$ cat src/shared/gp_pkg.sv
/*
  gp_pkg: constants shared by the port top module, its pad stage and the bench
  models and checks: register offsets, field widths, mode and pull codes, reset values.
  assumes one port of sixteen pins behind a plain byte-addressed register port.
*/
package gp_pkg;

  // port geometry
  localparam int PIN_COUNT = 16;
  localparam int AF_COUNT = 16;
  localparam int MODE_W = 2;
  localparam int AF_W = 4;
  localparam int AF_LOW_PINS = 8;
  localparam int ADDR_W = 8;

  // register byte offsets, one aligned word each
  localparam logic [ADDR_W-1:0] OFS_PIN_MODE = 8'h00;
  localparam logic [ADDR_W-1:0] OFS_OUTPUT_TYPE = 8'h04;
  localparam logic [ADDR_W-1:0] OFS_OUTPUT_SPEED = 8'h08;
  localparam logic [ADDR_W-1:0] OFS_PULL_SELECT = 8'h0C;
  localparam logic [ADDR_W-1:0] OFS_INPUT_DATA = 8'h10;
  localparam logic [ADDR_W-1:0] OFS_OUTPUT_DATA = 8'h14;
  localparam logic [ADDR_W-1:0] OFS_BIT_SET_CLEAR = 8'h18;
  localparam logic [ADDR_W-1:0] OFS_CONFIG_LOCK = 8'h1C;
  localparam logic [ADDR_W-1:0] OFS_ALTFUNC_LOW = 8'h20;
  localparam logic [ADDR_W-1:0] OFS_ALTFUNC_HIGH = 8'h24;
  localparam logic [ADDR_W-1:0] OFS_BIT_CLEAR = 8'h28;

  // pin mode field codes
  localparam logic [MODE_W-1:0] MODE_INPUT = 2'h0;
  localparam logic [MODE_W-1:0] MODE_OUTPUT = 2'h1;
  localparam logic [MODE_W-1:0] MODE_ALTFUNC = 2'h2;
  localparam logic [MODE_W-1:0] MODE_ANALOG = 2'h3;

  // pull select field codes, code 3 is reserved
  localparam logic [1:0] PULL_NONE = 2'h0;
  localparam logic [1:0] PULL_UP = 2'h1;
  localparam logic [1:0] PULL_DOWN = 2'h2;

  // output type bit
  localparam logic OTYPE_OPEN_DRAIN = 1'b1;

  // lock register layout
  localparam int LOCK_KEY_BIT = 16;
  localparam logic [3:0] BYTE_EN_WORD = 4'hF;

  // reset values
  localparam logic [31:0] RESET_MODE = 32'h0000_0000;
  localparam logic [31:0] RESET_SPEED = 32'h0000_0000;
  localparam logic [31:0] RESET_PULL = 32'h0000_0000;
  localparam logic [31:0] RESET_ZERO = 32'h0000_0000;

  // lock sequencer states
  typedef enum logic [3:0] {
    LK_IDLE = 4'h1,
    LK_ONE = 4'h2,
    LK_ZERO = 4'h4,
    LK_DONE = 4'h8
  } gp_lock_state_t;

endpackage

$ cat src/shared/gp_cfg_if.sv
/*
  gp_cfg_if: carrier of the live pin configuration from the register file to the
  pad stage. assumes both ends sit on the same clock.
*/
`timescale 1ns/1ps
interface gp_cfg_if;
  logic [31:0] pinMode;
  logic [15:0] outputType;
  logic [31:0] outputSpeed;
  logic [31:0] pullSelect;
  logic [63:0] altfuncSelect;
  logic [15:0] outputData;

  // register file drives, pad stage listens
  modport src (
    output pinMode,
    output outputType,
    output outputSpeed,
    output pullSelect,
    output altfuncSelect,
    output outputData
  );
  modport pad (
    input pinMode,
    input outputType,
    input outputSpeed,
    input pullSelect,
    input altfuncSelect,
    input outputData
  );
endinterface

$ cat src/hdl/gp_port.sv
/*
  gp_port: one sixteen-pin general purpose port: configuration, data, bit set and
  clear, configuration lock and alternate function selection registers, plus the
  input capture and the alternate function input routing.
  assumes a single-cycle register master on clk; pins arrive asynchronously and the
  pin wire is resolved outside from pinOut and pinOe.
*/
// The placing of the registers and strobed register access are this design's own decisions.
`timescale 1ns/1ps

// What this block does
// - four config registers, input and output data, a bit set/clear and a bit clear register
// - lock register and two alternate function selects when the port has them
// - alternate function selects kept by parameter for larger variant ports
// - push-pull or open-drain drive, each with optional weak pull-up or down
// - pin driven from output data or from the selected peripheral output
// - pin level lands in input data and feeds the selected peripheral input
// - two-bit speed per pin, used only in output and alternate modes
// - each pin picks one of sixteen alternate functions
// - output can follow a software toggle on every cycle
// - lock sequence freezes configuration of the port pins set in its mask
// - word, half-word and byte accesses; software keeps to these sizes
// - set/clear registers change chosen output bits in one single write
// - mode 01 is output; type bit picks push-pull or open-drain
// - mode 10 is alternate function with the same type, speed and pull
// - pins independent; 00 input, 11 analog ignore type and speed
// - pull 00 none, 01 up, 10 down, 11 behaves as none
// - set beats clear on the same bit; zero bits change nothing
// - input data samples the pins every clock cycle
// - locked pins keep mode, type, speed, pull and function until reset
// - after reset function 0 and pins in floating input
module gp_port
  import gp_pkg::*;
#(
  parameter bit HAS_LOCK = 1'b1,
  parameter bit HAS_ALTFUNC = 1'b1,
  parameter logic [31:0] MODE_RESET = RESET_MODE,
  parameter logic [31:0] SPEED_RESET = RESET_SPEED,
  parameter logic [31:0] PULL_RESET = RESET_PULL
) (
  input wire logic clk,
  input wire logic rst,
  input wire logic [ADDR_W-1:0] addr,
  input wire logic [31:0] wrData,
  input wire logic [3:0] wrByteEn,
  input wire logic wrEn,
  input wire logic rdEn,
  output logic [31:0] rdData,
  input wire logic [PIN_COUNT-1:0] pinIn,
  output logic [PIN_COUNT-1:0] pinOut,
  output logic [PIN_COUNT-1:0] pinOe,
  output logic [PIN_COUNT-1:0] pullUpEn,
  output logic [PIN_COUNT-1:0] pullDownEn,
  output logic [31:0] speedOut,
  output logic [PIN_COUNT-1:0] analogEn,
  input wire logic [PIN_COUNT*AF_COUNT-1:0] altfuncOut,
  output logic [PIN_COUNT*AF_COUNT-1:0] altfuncIn,
  output logic configLocked
);

  // byte-lane merge of a write into an old word
  function automatic logic [31:0] gpMerge(
    input logic [31:0] old,
    input logic [31:0] nw,
    input logic [3:0] be
  );
    logic [31:0] r;
    r = old;
    for (int b = 0; b < 4; b++) begin
      if (be[b]) begin
        r[8*b +: 8] = nw[8*b +: 8];
      end
    end
    return r;
  endfunction

  // widen a per-pin lock mask onto two-bit fields
  function automatic logic [31:0] gpExpand2(input logic [15:0] m);
    logic [31:0] r;
    r = 32'h0000_0000;
    for (int i = 0; i < PIN_COUNT; i++) begin
      r[2*i +: 2] = {2{m[i]}};
    end
    return r;
  endfunction

  // widen eight pins of lock mask onto four-bit fields
  function automatic logic [31:0] gpExpand4(input logic [7:0] m);
    logic [31:0] r;
    r = 32'h0000_0000;
    for (int i = 0; i < AF_LOW_PINS; i++) begin
      r[AF_W*i +: AF_W] = {AF_W{m[i]}};
    end
    return r;
  endfunction

  // locked bits keep their value, the rest take the merged write
  function automatic logic [31:0] gpGuarded(
    input logic [31:0] old,
    input logic [31:0] nw,
    input logic [3:0] be,
    input logic [31:0] frozen
  );
    return (old & frozen) | (gpMerge(old, nw, be) & ~frozen);
  endfunction

  gp_cfg_if cfg();

  logic [31:0] pinMode;
  logic [15:0] outputType;
  logic [31:0] outputSpeed;
  logic [31:0] pullSelect;
  logic [31:0] altfuncLow;
  logic [31:0] altfuncHigh;
  logic [15:0] outputData;
  logic [15:0] inputData;
  logic [15:0] pinSync;
  logic [15:0] lockMask;
  logic [15:0] lockKey;
  logic lockKeyBit;
  gp_lock_state_t lockState;
  gp_lock_state_t next_lockState;
  logic [31:0] next_rdData;
  logic [31:0] frozen2;
  logic [31:0] frozenLow;
  logic [31:0] frozenHigh;
  logic [15:0] setBits;
  logic [15:0] clearBits;
  logic [31:0] laneWord, typeWord, odrWord;

  // write decodes
  logic wrMode;
  logic wrType;
  logic wrSpeed;
  logic wrPull;
  logic wrOdr;
  logic wrSetClear;
  logic wrClear;
  logic wrLock;
  logic wrAfLow;
  logic wrAfHigh;

  assign wrMode = wrEn && addr == OFS_PIN_MODE;
  assign wrType = wrEn && addr == OFS_OUTPUT_TYPE;
  assign wrSpeed = wrEn && addr == OFS_OUTPUT_SPEED;
  assign wrPull = wrEn && addr == OFS_PULL_SELECT;
  assign wrOdr = wrEn && addr == OFS_OUTPUT_DATA;
  assign wrSetClear = wrEn && addr == OFS_BIT_SET_CLEAR;
  assign wrClear = wrEn && addr == OFS_BIT_CLEAR;
  assign wrLock = wrEn && addr == OFS_CONFIG_LOCK && HAS_LOCK;
  assign wrAfLow = wrEn && addr == OFS_ALTFUNC_LOW && HAS_ALTFUNC;
  assign wrAfHigh = wrEn && addr == OFS_ALTFUNC_HIGH && HAS_ALTFUNC;
  assign laneWord = gpMerge(RESET_ZERO, wrData, wrByteEn);
  assign odrWord = gpMerge({16'h0000, outputData}, wrData, wrByteEn);
  assign typeWord = gpGuarded({16'h0000, outputType}, wrData, wrByteEn, {16'h0000, lockMask});

  // frozen masks for each configuration register layout
  assign frozen2 = gpExpand2(lockMask);
  assign frozenLow = gpExpand4(lockMask[7:0]);
  assign frozenHigh = gpExpand4(lockMask[15:8]);

  // mode, type, speed and pull registers; byte lanes honoured on every write
  always_ff @(posedge clk or posedge rst) begin
    if (rst) begin
      pinMode <= MODE_RESET;
      outputType <= 16'h0000;
      outputSpeed <= SPEED_RESET;
      pullSelect <= PULL_RESET;
    end else begin
      if (wrMode) begin
        pinMode <= gpGuarded(pinMode, wrData, wrByteEn, frozen2);
      end
      if (wrType) begin
        outputType <= typeWord[15:0];
      end
      if (wrSpeed) begin
        outputSpeed <= gpGuarded(outputSpeed, wrData, wrByteEn, frozen2);
      end
      if (wrPull) begin
        pullSelect <= gpGuarded(pullSelect, wrData, wrByteEn, frozen2);
      end
    end
  end

  // alternate function selects; absent on ports built without them
  always_ff @(posedge clk or posedge rst) begin
    if (rst) begin
      altfuncLow <= RESET_ZERO;
      altfuncHigh <= RESET_ZERO;
    end else begin
      if (wrAfLow) begin
        altfuncLow <= gpGuarded(altfuncLow, wrData, wrByteEn, frozenLow);
      end
      if (wrAfHigh) begin
        altfuncHigh <= gpGuarded(altfuncHigh, wrData, wrByteEn, frozenHigh);
      end
    end
  end

  // set and clear requests, gated by byte lane so a narrow write touches only its half
  always_comb begin
    setBits = 16'h0000;
    clearBits = 16'h0000;
    if (wrSetClear) begin
      setBits = laneWord[15:0];
      clearBits = laneWord[31:16];
    end
    if (wrClear) begin
      clearBits = laneWord[15:0];
    end
  end

  // output data: one write updates it, so a toggle per write reaches the pin two edges later
  always_ff @(posedge clk or posedge rst) begin
    if (rst) begin
      outputData <= 16'h0000;
    end else if (wrOdr) begin
      outputData <= odrWord[15:0];
    end else if (wrSetClear || wrClear) begin
      // single write, no read-modify-write window for an interrupt to land in
      outputData <= (outputData & ~clearBits) | setBits;
    end
  end

  // pins cross into clk through two flops; the second is the input data register
  always_ff @(posedge clk or posedge rst) begin
    if (rst) begin
      pinSync <= 16'h0000;
      inputData <= 16'h0000;
    end else begin
      pinSync <= pinIn;
      inputData <= pinSync & ~analogEn;
    end
  end

  // lock sequence: word writes of key-set, key-clear, key-set with the same mask
  always_comb begin
    next_lockState = lockState;
    case (lockState)
      LK_IDLE: begin
        if (wrLock && wrByteEn == BYTE_EN_WORD && wrData[LOCK_KEY_BIT]) begin
          next_lockState = LK_ONE;
        end
      end
      LK_ONE: begin
        if (wrLock) begin
          if (wrByteEn == BYTE_EN_WORD && !wrData[LOCK_KEY_BIT] &&
              wrData[15:0] == lockKey) begin
            next_lockState = LK_ZERO;
          end else begin
            next_lockState = LK_IDLE;
          end
        end
      end
      LK_ZERO: begin
        if (wrLock) begin
          if (wrByteEn == BYTE_EN_WORD && wrData[LOCK_KEY_BIT] &&
              wrData[15:0] == lockKey) begin
            next_lockState = LK_DONE;
          end else begin
            next_lockState = LK_IDLE;
          end
        end
      end
      LK_DONE: begin
        next_lockState = LK_DONE; // only reset leaves the locked state
      end
      default: begin
        next_lockState = LK_IDLE;
      end
    endcase
  end

  // lock state and its captured mask
  always_ff @(posedge clk or posedge rst) begin
    if (rst) begin
      lockState <= LK_IDLE;
      lockKey <= 16'h0000;
      lockMask <= 16'h0000;
      lockKeyBit <= 1'b0;
    end else begin
      lockState <= next_lockState;
      if (lockState == LK_IDLE && next_lockState == LK_ONE) begin
        lockKey <= wrData[15:0];
      end
      if (lockState != LK_DONE && next_lockState == LK_DONE) begin
        lockMask <= lockKey;
        lockKeyBit <= 1'b1;
      end
    end
  end

  assign configLocked = lockKeyBit;

  // read mux; unmapped and absent registers read as zero
  always_comb begin
    next_rdData = 32'h0000_0000;
    case (addr)
      OFS_PIN_MODE: next_rdData = pinMode;
      OFS_OUTPUT_TYPE: next_rdData = {16'h0000, outputType};
      OFS_OUTPUT_SPEED: next_rdData = outputSpeed;
      OFS_PULL_SELECT: next_rdData = pullSelect;
      OFS_INPUT_DATA: next_rdData = {16'h0000, inputData};
      OFS_OUTPUT_DATA: next_rdData = {16'h0000, outputData};
      OFS_CONFIG_LOCK: begin
        if (HAS_LOCK) begin
          next_rdData = {15'h0000, lockKeyBit, lockMask};
        end
      end
      OFS_ALTFUNC_LOW: begin
        if (HAS_ALTFUNC) begin
          next_rdData = altfuncLow;
        end
      end
      OFS_ALTFUNC_HIGH: begin
        if (HAS_ALTFUNC) begin
          next_rdData = altfuncHigh;
        end
      end
      default: begin
        next_rdData = 32'h0000_0000; // set/clear registers are write-only
      end
    endcase
  end

  // read data stand only in the cycle after the strobe
  always_ff @(posedge clk or posedge rst) begin
    if (rst) begin
      rdData <= 32'h0000_0000;
    end else if (rdEn) begin
      rdData <= next_rdData;
    end else begin
      rdData <= 32'h0000_0000;
    end
  end

  // alternate function inputs: only the selected channel sees the pin level
  always_comb begin
    altfuncIn = '0;
    for (int i = 0; i < PIN_COUNT; i++) begin
      for (int f = 0; f < AF_COUNT; f++) begin
        altfuncIn[i*AF_COUNT + f] = inputData[i] &&
          (int'(cfg.altfuncSelect[i*AF_W +: AF_W]) == f);
      end
    end
  end

  // configuration carrier to the pad stage
  assign cfg.pinMode = pinMode;
  assign cfg.outputType = outputType;
  assign cfg.outputSpeed = outputSpeed;
  assign cfg.pullSelect = pullSelect;
  assign cfg.altfuncSelect = {altfuncHigh, altfuncLow};
  assign cfg.outputData = outputData;

  // output stage, registered so drive changes one edge after the data register
  gp_pad u_pad (
    .clk(clk),
    .rst(rst),
    .cfg(cfg.pad),
    .altfuncOut(altfuncOut),
    .pinOut(pinOut),
    .pinOe(pinOe),
    .pullUpEn(pullUpEn),
    .pullDownEn(pullDownEn),
    .speedOut(speedOut),
    .analogEn(analogEn)
  );

endmodule

$ cat src/hdl/gp_pad.sv
/*
  gp_pad: per-pin output stage. turns the configuration into registered drive,
  output enable, pull enables, speed and analog switch controls.
  assumes the pin wire level is resolved outside from pinOut and pinOe.
*/
`timescale 1ns/1ps
module gp_pad
  import gp_pkg::*;
(
  input wire logic clk,
  input wire logic rst,
  gp_cfg_if.pad cfg,
  input wire logic [PIN_COUNT*AF_COUNT-1:0] altfuncOut,
  output logic [PIN_COUNT-1:0] pinOut,
  output logic [PIN_COUNT-1:0] pinOe,
  output logic [PIN_COUNT-1:0] pullUpEn,
  output logic [PIN_COUNT-1:0] pullDownEn,
  output logic [31:0] speedOut,
  output logic [PIN_COUNT-1:0] analogEn
);

  // drive value and enable, registered so the pin never glitches on decode
  always_ff @(posedge clk or posedge rst) begin
    if (rst) begin
      pinOut <= 16'h0000;
      pinOe <= 16'h0000;
    end else begin
      for (int i = 0; i < PIN_COUNT; i++) begin
        logic [MODE_W-1:0] md;
        logic drive;
        logic active;
        md = cfg.pinMode[i*MODE_W +: MODE_W];
        drive = 1'b0;
        active = 1'b0;
        case (md)
          MODE_OUTPUT: begin
            drive = cfg.outputData[i];
            active = 1'b1;
          end
          MODE_ALTFUNC: begin
            drive = altfuncOut[i*AF_COUNT + int'(cfg.altfuncSelect[i*AF_W +: AF_W])];
            active = 1'b1;
          end
          default: begin
            active = 1'b0;
          end
        endcase
        if (active && cfg.outputType[i] == OTYPE_OPEN_DRAIN) begin
          // open drain only ever pulls low, a high releases the pin
          pinOut[i] <= 1'b0;
          pinOe[i] <= ~drive;
        end else begin
          pinOut[i] <= active & drive;
          pinOe[i] <= active;
        end
      end
    end
  end

  // pull resistors, speed and analog switch
  always_ff @(posedge clk or posedge rst) begin
    if (rst) begin
      pullUpEn <= 16'h0000;
      pullDownEn <= 16'h0000;
      speedOut <= 32'h0000_0000;
      analogEn <= 16'h0000;
    end else begin
      for (int i = 0; i < PIN_COUNT; i++) begin
        logic [MODE_W-1:0] md;
        logic [1:0] pl;
        md = cfg.pinMode[i*MODE_W +: MODE_W];
        pl = cfg.pullSelect[2*i +: 2];
        // reserved code 3 falls to no pull in every mode; analog never pulls
        pullUpEn[i] <= (md != MODE_ANALOG) && (pl == PULL_UP);
        pullDownEn[i] <= (md != MODE_ANALOG) && (pl == PULL_DOWN);
        if (md == MODE_OUTPUT || md == MODE_ALTFUNC) begin
          speedOut[2*i +: 2] <= cfg.outputSpeed[2*i +: 2];
        end else begin
          speedOut[2*i +: 2] <= 2'h0;
        end
        analogEn[i] <= (md == MODE_ANALOG);
      end
    end
  end

endmodule

$ cat config.mk
export PLATFORM = sky130hd
export DESIGN_NAME = gp_port
export DESIGN_NICKNAME = d
export VERILOG_FILES = /design/src/shared/gp_pkg.sv /design/src/shared/gp_cfg_if.sv /design/src/hdl/gp_port.sv /design/src/hdl/gp_pad.sv
export SDC_FILE = /design/constraint.sdc
export NUM_CORES = 1
export LEC_CHECK = 0
export ABC_CLOCK_PERIOD_IN_PS = 20300
export BUFFER_PORTS_ARGS = -buffer_cell sky130_fd_sc_hd__buf_2
export CELL_PAD_IN_SITES_DETAIL_PLACEMENT = 0
export CELL_PAD_IN_SITES_GLOBAL_PLACEMENT = 1
export CORE_AREA = 3 3 281 283
export CTS_CLUSTER_SIZE = 16
export DETAILED_ROUTE_END_ITERATION = 12
export DIE_AREA = 0 0 284 286
export HOLD_SLACK_MARGIN = 0.02
export PLACE_DENSITY_LB_ADDON = 0.1
export SLEW_MARGIN = 0
export SYNTH_ARGS = -nofsm -noshare
export SYNTH_HDL_FRONTEND = slang
export SYNTH_SLANG_ARGS = --single-unit
$ cat constraint.sdc
create_clock -name clk -period 20.3 [get_ports clk]
set_input_delay 2.03 -clock clk [delete_from_list [all_inputs] [get_ports clk]]
set_output_delay 2.03 -clock clk [all_outputs]
set_load 0.1 [all_outputs]
==> metrics.txt <==
Initial DRC Count roughly 1300; Tot GR Track Use 22.5%; slowest CP cell buf_4; CP Class input pin to async pin; wire length per cell 25.9 µm; Post-Route WL between 90 and 100 mm; min-delay src u_pad.analogEn[9]; yosys warns 0; post-route setup slack ~16 ns; Final Hold Viols 0; Power per Cell Area just over 70 nW/µm²; Slew headroom a little under a quarter; routed vias/inst between 5 and 6; TritonRoute pass-1 iters 9; Synth Area in Adders between 2 and 3%; Critical Path Sink Type async pin; I/O pins approximately 720; Placer Congestion 0.906; R2R Path End lockMask[15]; core area about 77000 µm²; WP data required approximately 21 ns; DP Worst Slack 14.69 ns; Via Count 18700; worst r2r src lockKey[4]; fin. max-slew vios 0; Fillers slightly below 8000; largest family of logic cells by synthesized area multiplexers; hold depth 1; Syn-to-layout area delta 29.3%; # Max-Cap Violations 0; xor and xnor area share after synthesis 0.662%; WHS Endpoint inputData[9]; arrival time worst endpoint 5.28 ns; CTS Hold Buffers Added 0; Worst-Skew Late Latency 0.59 ns; RSZ-0062 raised after global routing false; register bit count reported by yosys 405; CP Launch Type input pin; simple-gate share of the synthesized area a little under a fifth; Max clock buf depth 3; post-cts gate resize count 0; clock root cell clkbuf_16; fraction of synthesized area in multiplexers between 10% and 20%; FMAX around 0.21 GHz; # setup viols final 0; GRT Residual Overflow 0; slowest stage delay, CP roughly 0.96 ns; DRC 0; Tmin final 4.75 ns; Critical path origin rst; number of global-route vias before repair about 19000; post-synthesis async set-or-reset flop share 100%; Worst-path clk slew roughly 0.06 ns; die width around 280 µm; DP Area ~26000 µm²; crit-path cells buf_2, inv_8, buf_12, buf_4, buf_4; Initial Utilization ~28%; die area ~81000 µm²; Worst-Margin Slew between 1 and 1.5 ns; Crit path top cell by count buf_4; fin util between 30% and 40%; initial antenna violation count 8; CTS Buf Count 48; Max IR drop VDD between 0.06 and 0.07 mV; Leak Pwr 13.3 nW; number of enable flip-flop cells after synthesis 0; period utilization roughly a quarter; Design Area, Final roughly 27000 µm²; complex-gate fraction of the synthesized area about 8.5%; layout cell share with drive strength beyond 1 between 40 and 50%; Cell Rows slightly above 100; # Post-CTS Setup Buffers 0; clk_skew around 0.019 ns; Mapped Area ~21000 µm²; outcome completed; HP Class register to register; Reg2Reg Setup Slack 17.52 ns; final net count 2953; CTS tree yes; Synth Net Count between 2000 and 2500; clk sinks about 410; first-pass GRT wire length roughly 140 mm; Mapped Cells ~1900; Die Ht roughly 290 µm; syn_area_per_cell 11.0 µm²; sequential area share after synthesis around 48%; placed wire-length estimate 72.1 mm; non-filler cells in the finished layout approximately 3700; H-tree depth 2; placed insts about 3600; multi-input logic area about 10000 µm²; CP Max Fanout around 140; FF+latch area 10100 µm²; Distinct cells, synth between 50 and 60; Worst Reg-to-Reg Cells 5; Antenna Nets Post-Route 0; most common flop cell mapped by yosys dfrtp_1; # port buffers 720; pin count of the biggest net entering global routing 143; final setup TNS 0 ns
==> layer usage <==
metal | wire [µm] | vias up | part of all wire [%] | GRT usage, %
li1 | - | 8319 | - | -
met1 | 39300 | 9562 | 41 | 28.5
met2 | 48400 | 706 | 51 | 40.0
met3 | 5730 | 101 | 6.0 | 4.11
met4 | 1670 | 4 | 1.8 | 4.84
met5 | 27 | - | 0.028 | 0
==> metrics by stage <==
step / hold slack, ns / total power [mW]
floorplan: 0.438 / 0.989
global placement: 0.420 / 1.07
detailed placement: 0.416 / 1.07
CTS: 0.428 / 1.97
global route: 0.445 / 2.01
finish: 0.423 / 1.94
==> synthesized netlist by cell type, types with 4 or more instances <==
cell	instances	area, µm²
o32ai_1	5	43.8
nor3_1	70	350
a22oi_1	18	135
xor2_1	16	140
a221o_1	8	80.1
mux2_2	212	2390
nor2_1	231	867
o311a_1	14	140
nand2_1	145	544
clkbuf_1	106	398
buf_1	13	48.8
mux2i_1	30	300
nor4_1	7	43.8
o21ai_0	29	145
inv_1	36	135
buf_6	4	45.0
a22o_1	29	254
a32oi_1	17	149
a221oi_1	13	114
mux2_4	11	165
nor4b_1	5	43.8
a31oi_1	18	113
a222oi_1	40	400
dfrtp_1	404	10100
nor3b_1	48	360
a21oi_1	33	165
nor2b_1	65	407
nand2b_1	63	394
mux4_2	50	1130
nand3b_1	48	360
ha_1	48	601
nand3_1	44	220
or3b_2	16	140
==> placed cells by master (no fill, tap or decap), types with 35 or more instances in the layout <==
cell type  count
nand3b_1      48
a222oi_1      40
inv_1         35
nor2_1       226
nor3b_1       48
mux4_2        50
nand2b_1      63
nor2b_1       65
buf_2        720
dfrtp_1      404
ha_1          48
nand2_1      145
clkbuf_16     49
mux2_2       212
nand3_1       44
nor3_1        68
==> kinds of logic after synthesis <==
logic type	count (synthesis)
and+or+nand+nor	761
xor gates and xnor gates	16
AOI/OAI and AO/OA	231
buffers and inverters	162
DFF	405
muxes	303
adders and majority gates	48
==> cell type report <==
type | count | share of cell area (%)
well taps | 1040 | 4.75
clock buffers | 69 | 5.15
diodes | 5 | 0.0457
multi-input cells | 1359 | 38.2
clock inverters | 17 | 0.694
repair buffers | 735 | 13.6
inverters | 36 | 0.521
flip-flops and latches | 405 | 37.0
==> critical path, delay by kind of cell <==
kind	cells	cell delay [ns]
buffers and inverters	5	2.97
==> report_power, final <==
group | switching [mW] | internal, mW
combinational | 0.132 | 0.0649
sequential | 0.0334 | 0.825
clock | 0.352 | 0.531
==> how the worst max path moves through the flow <==
stage                                     to
after floorplan                    async pin
after global placement            pinSync[4]
after detailed placement          pinSync[4]
after CTS                         rdData[18]
after global routing      u_pad.speedOut[17]
final                     u_pad.speedOut[17]
No activity file was read; power rests on OpenSTA's default activity.
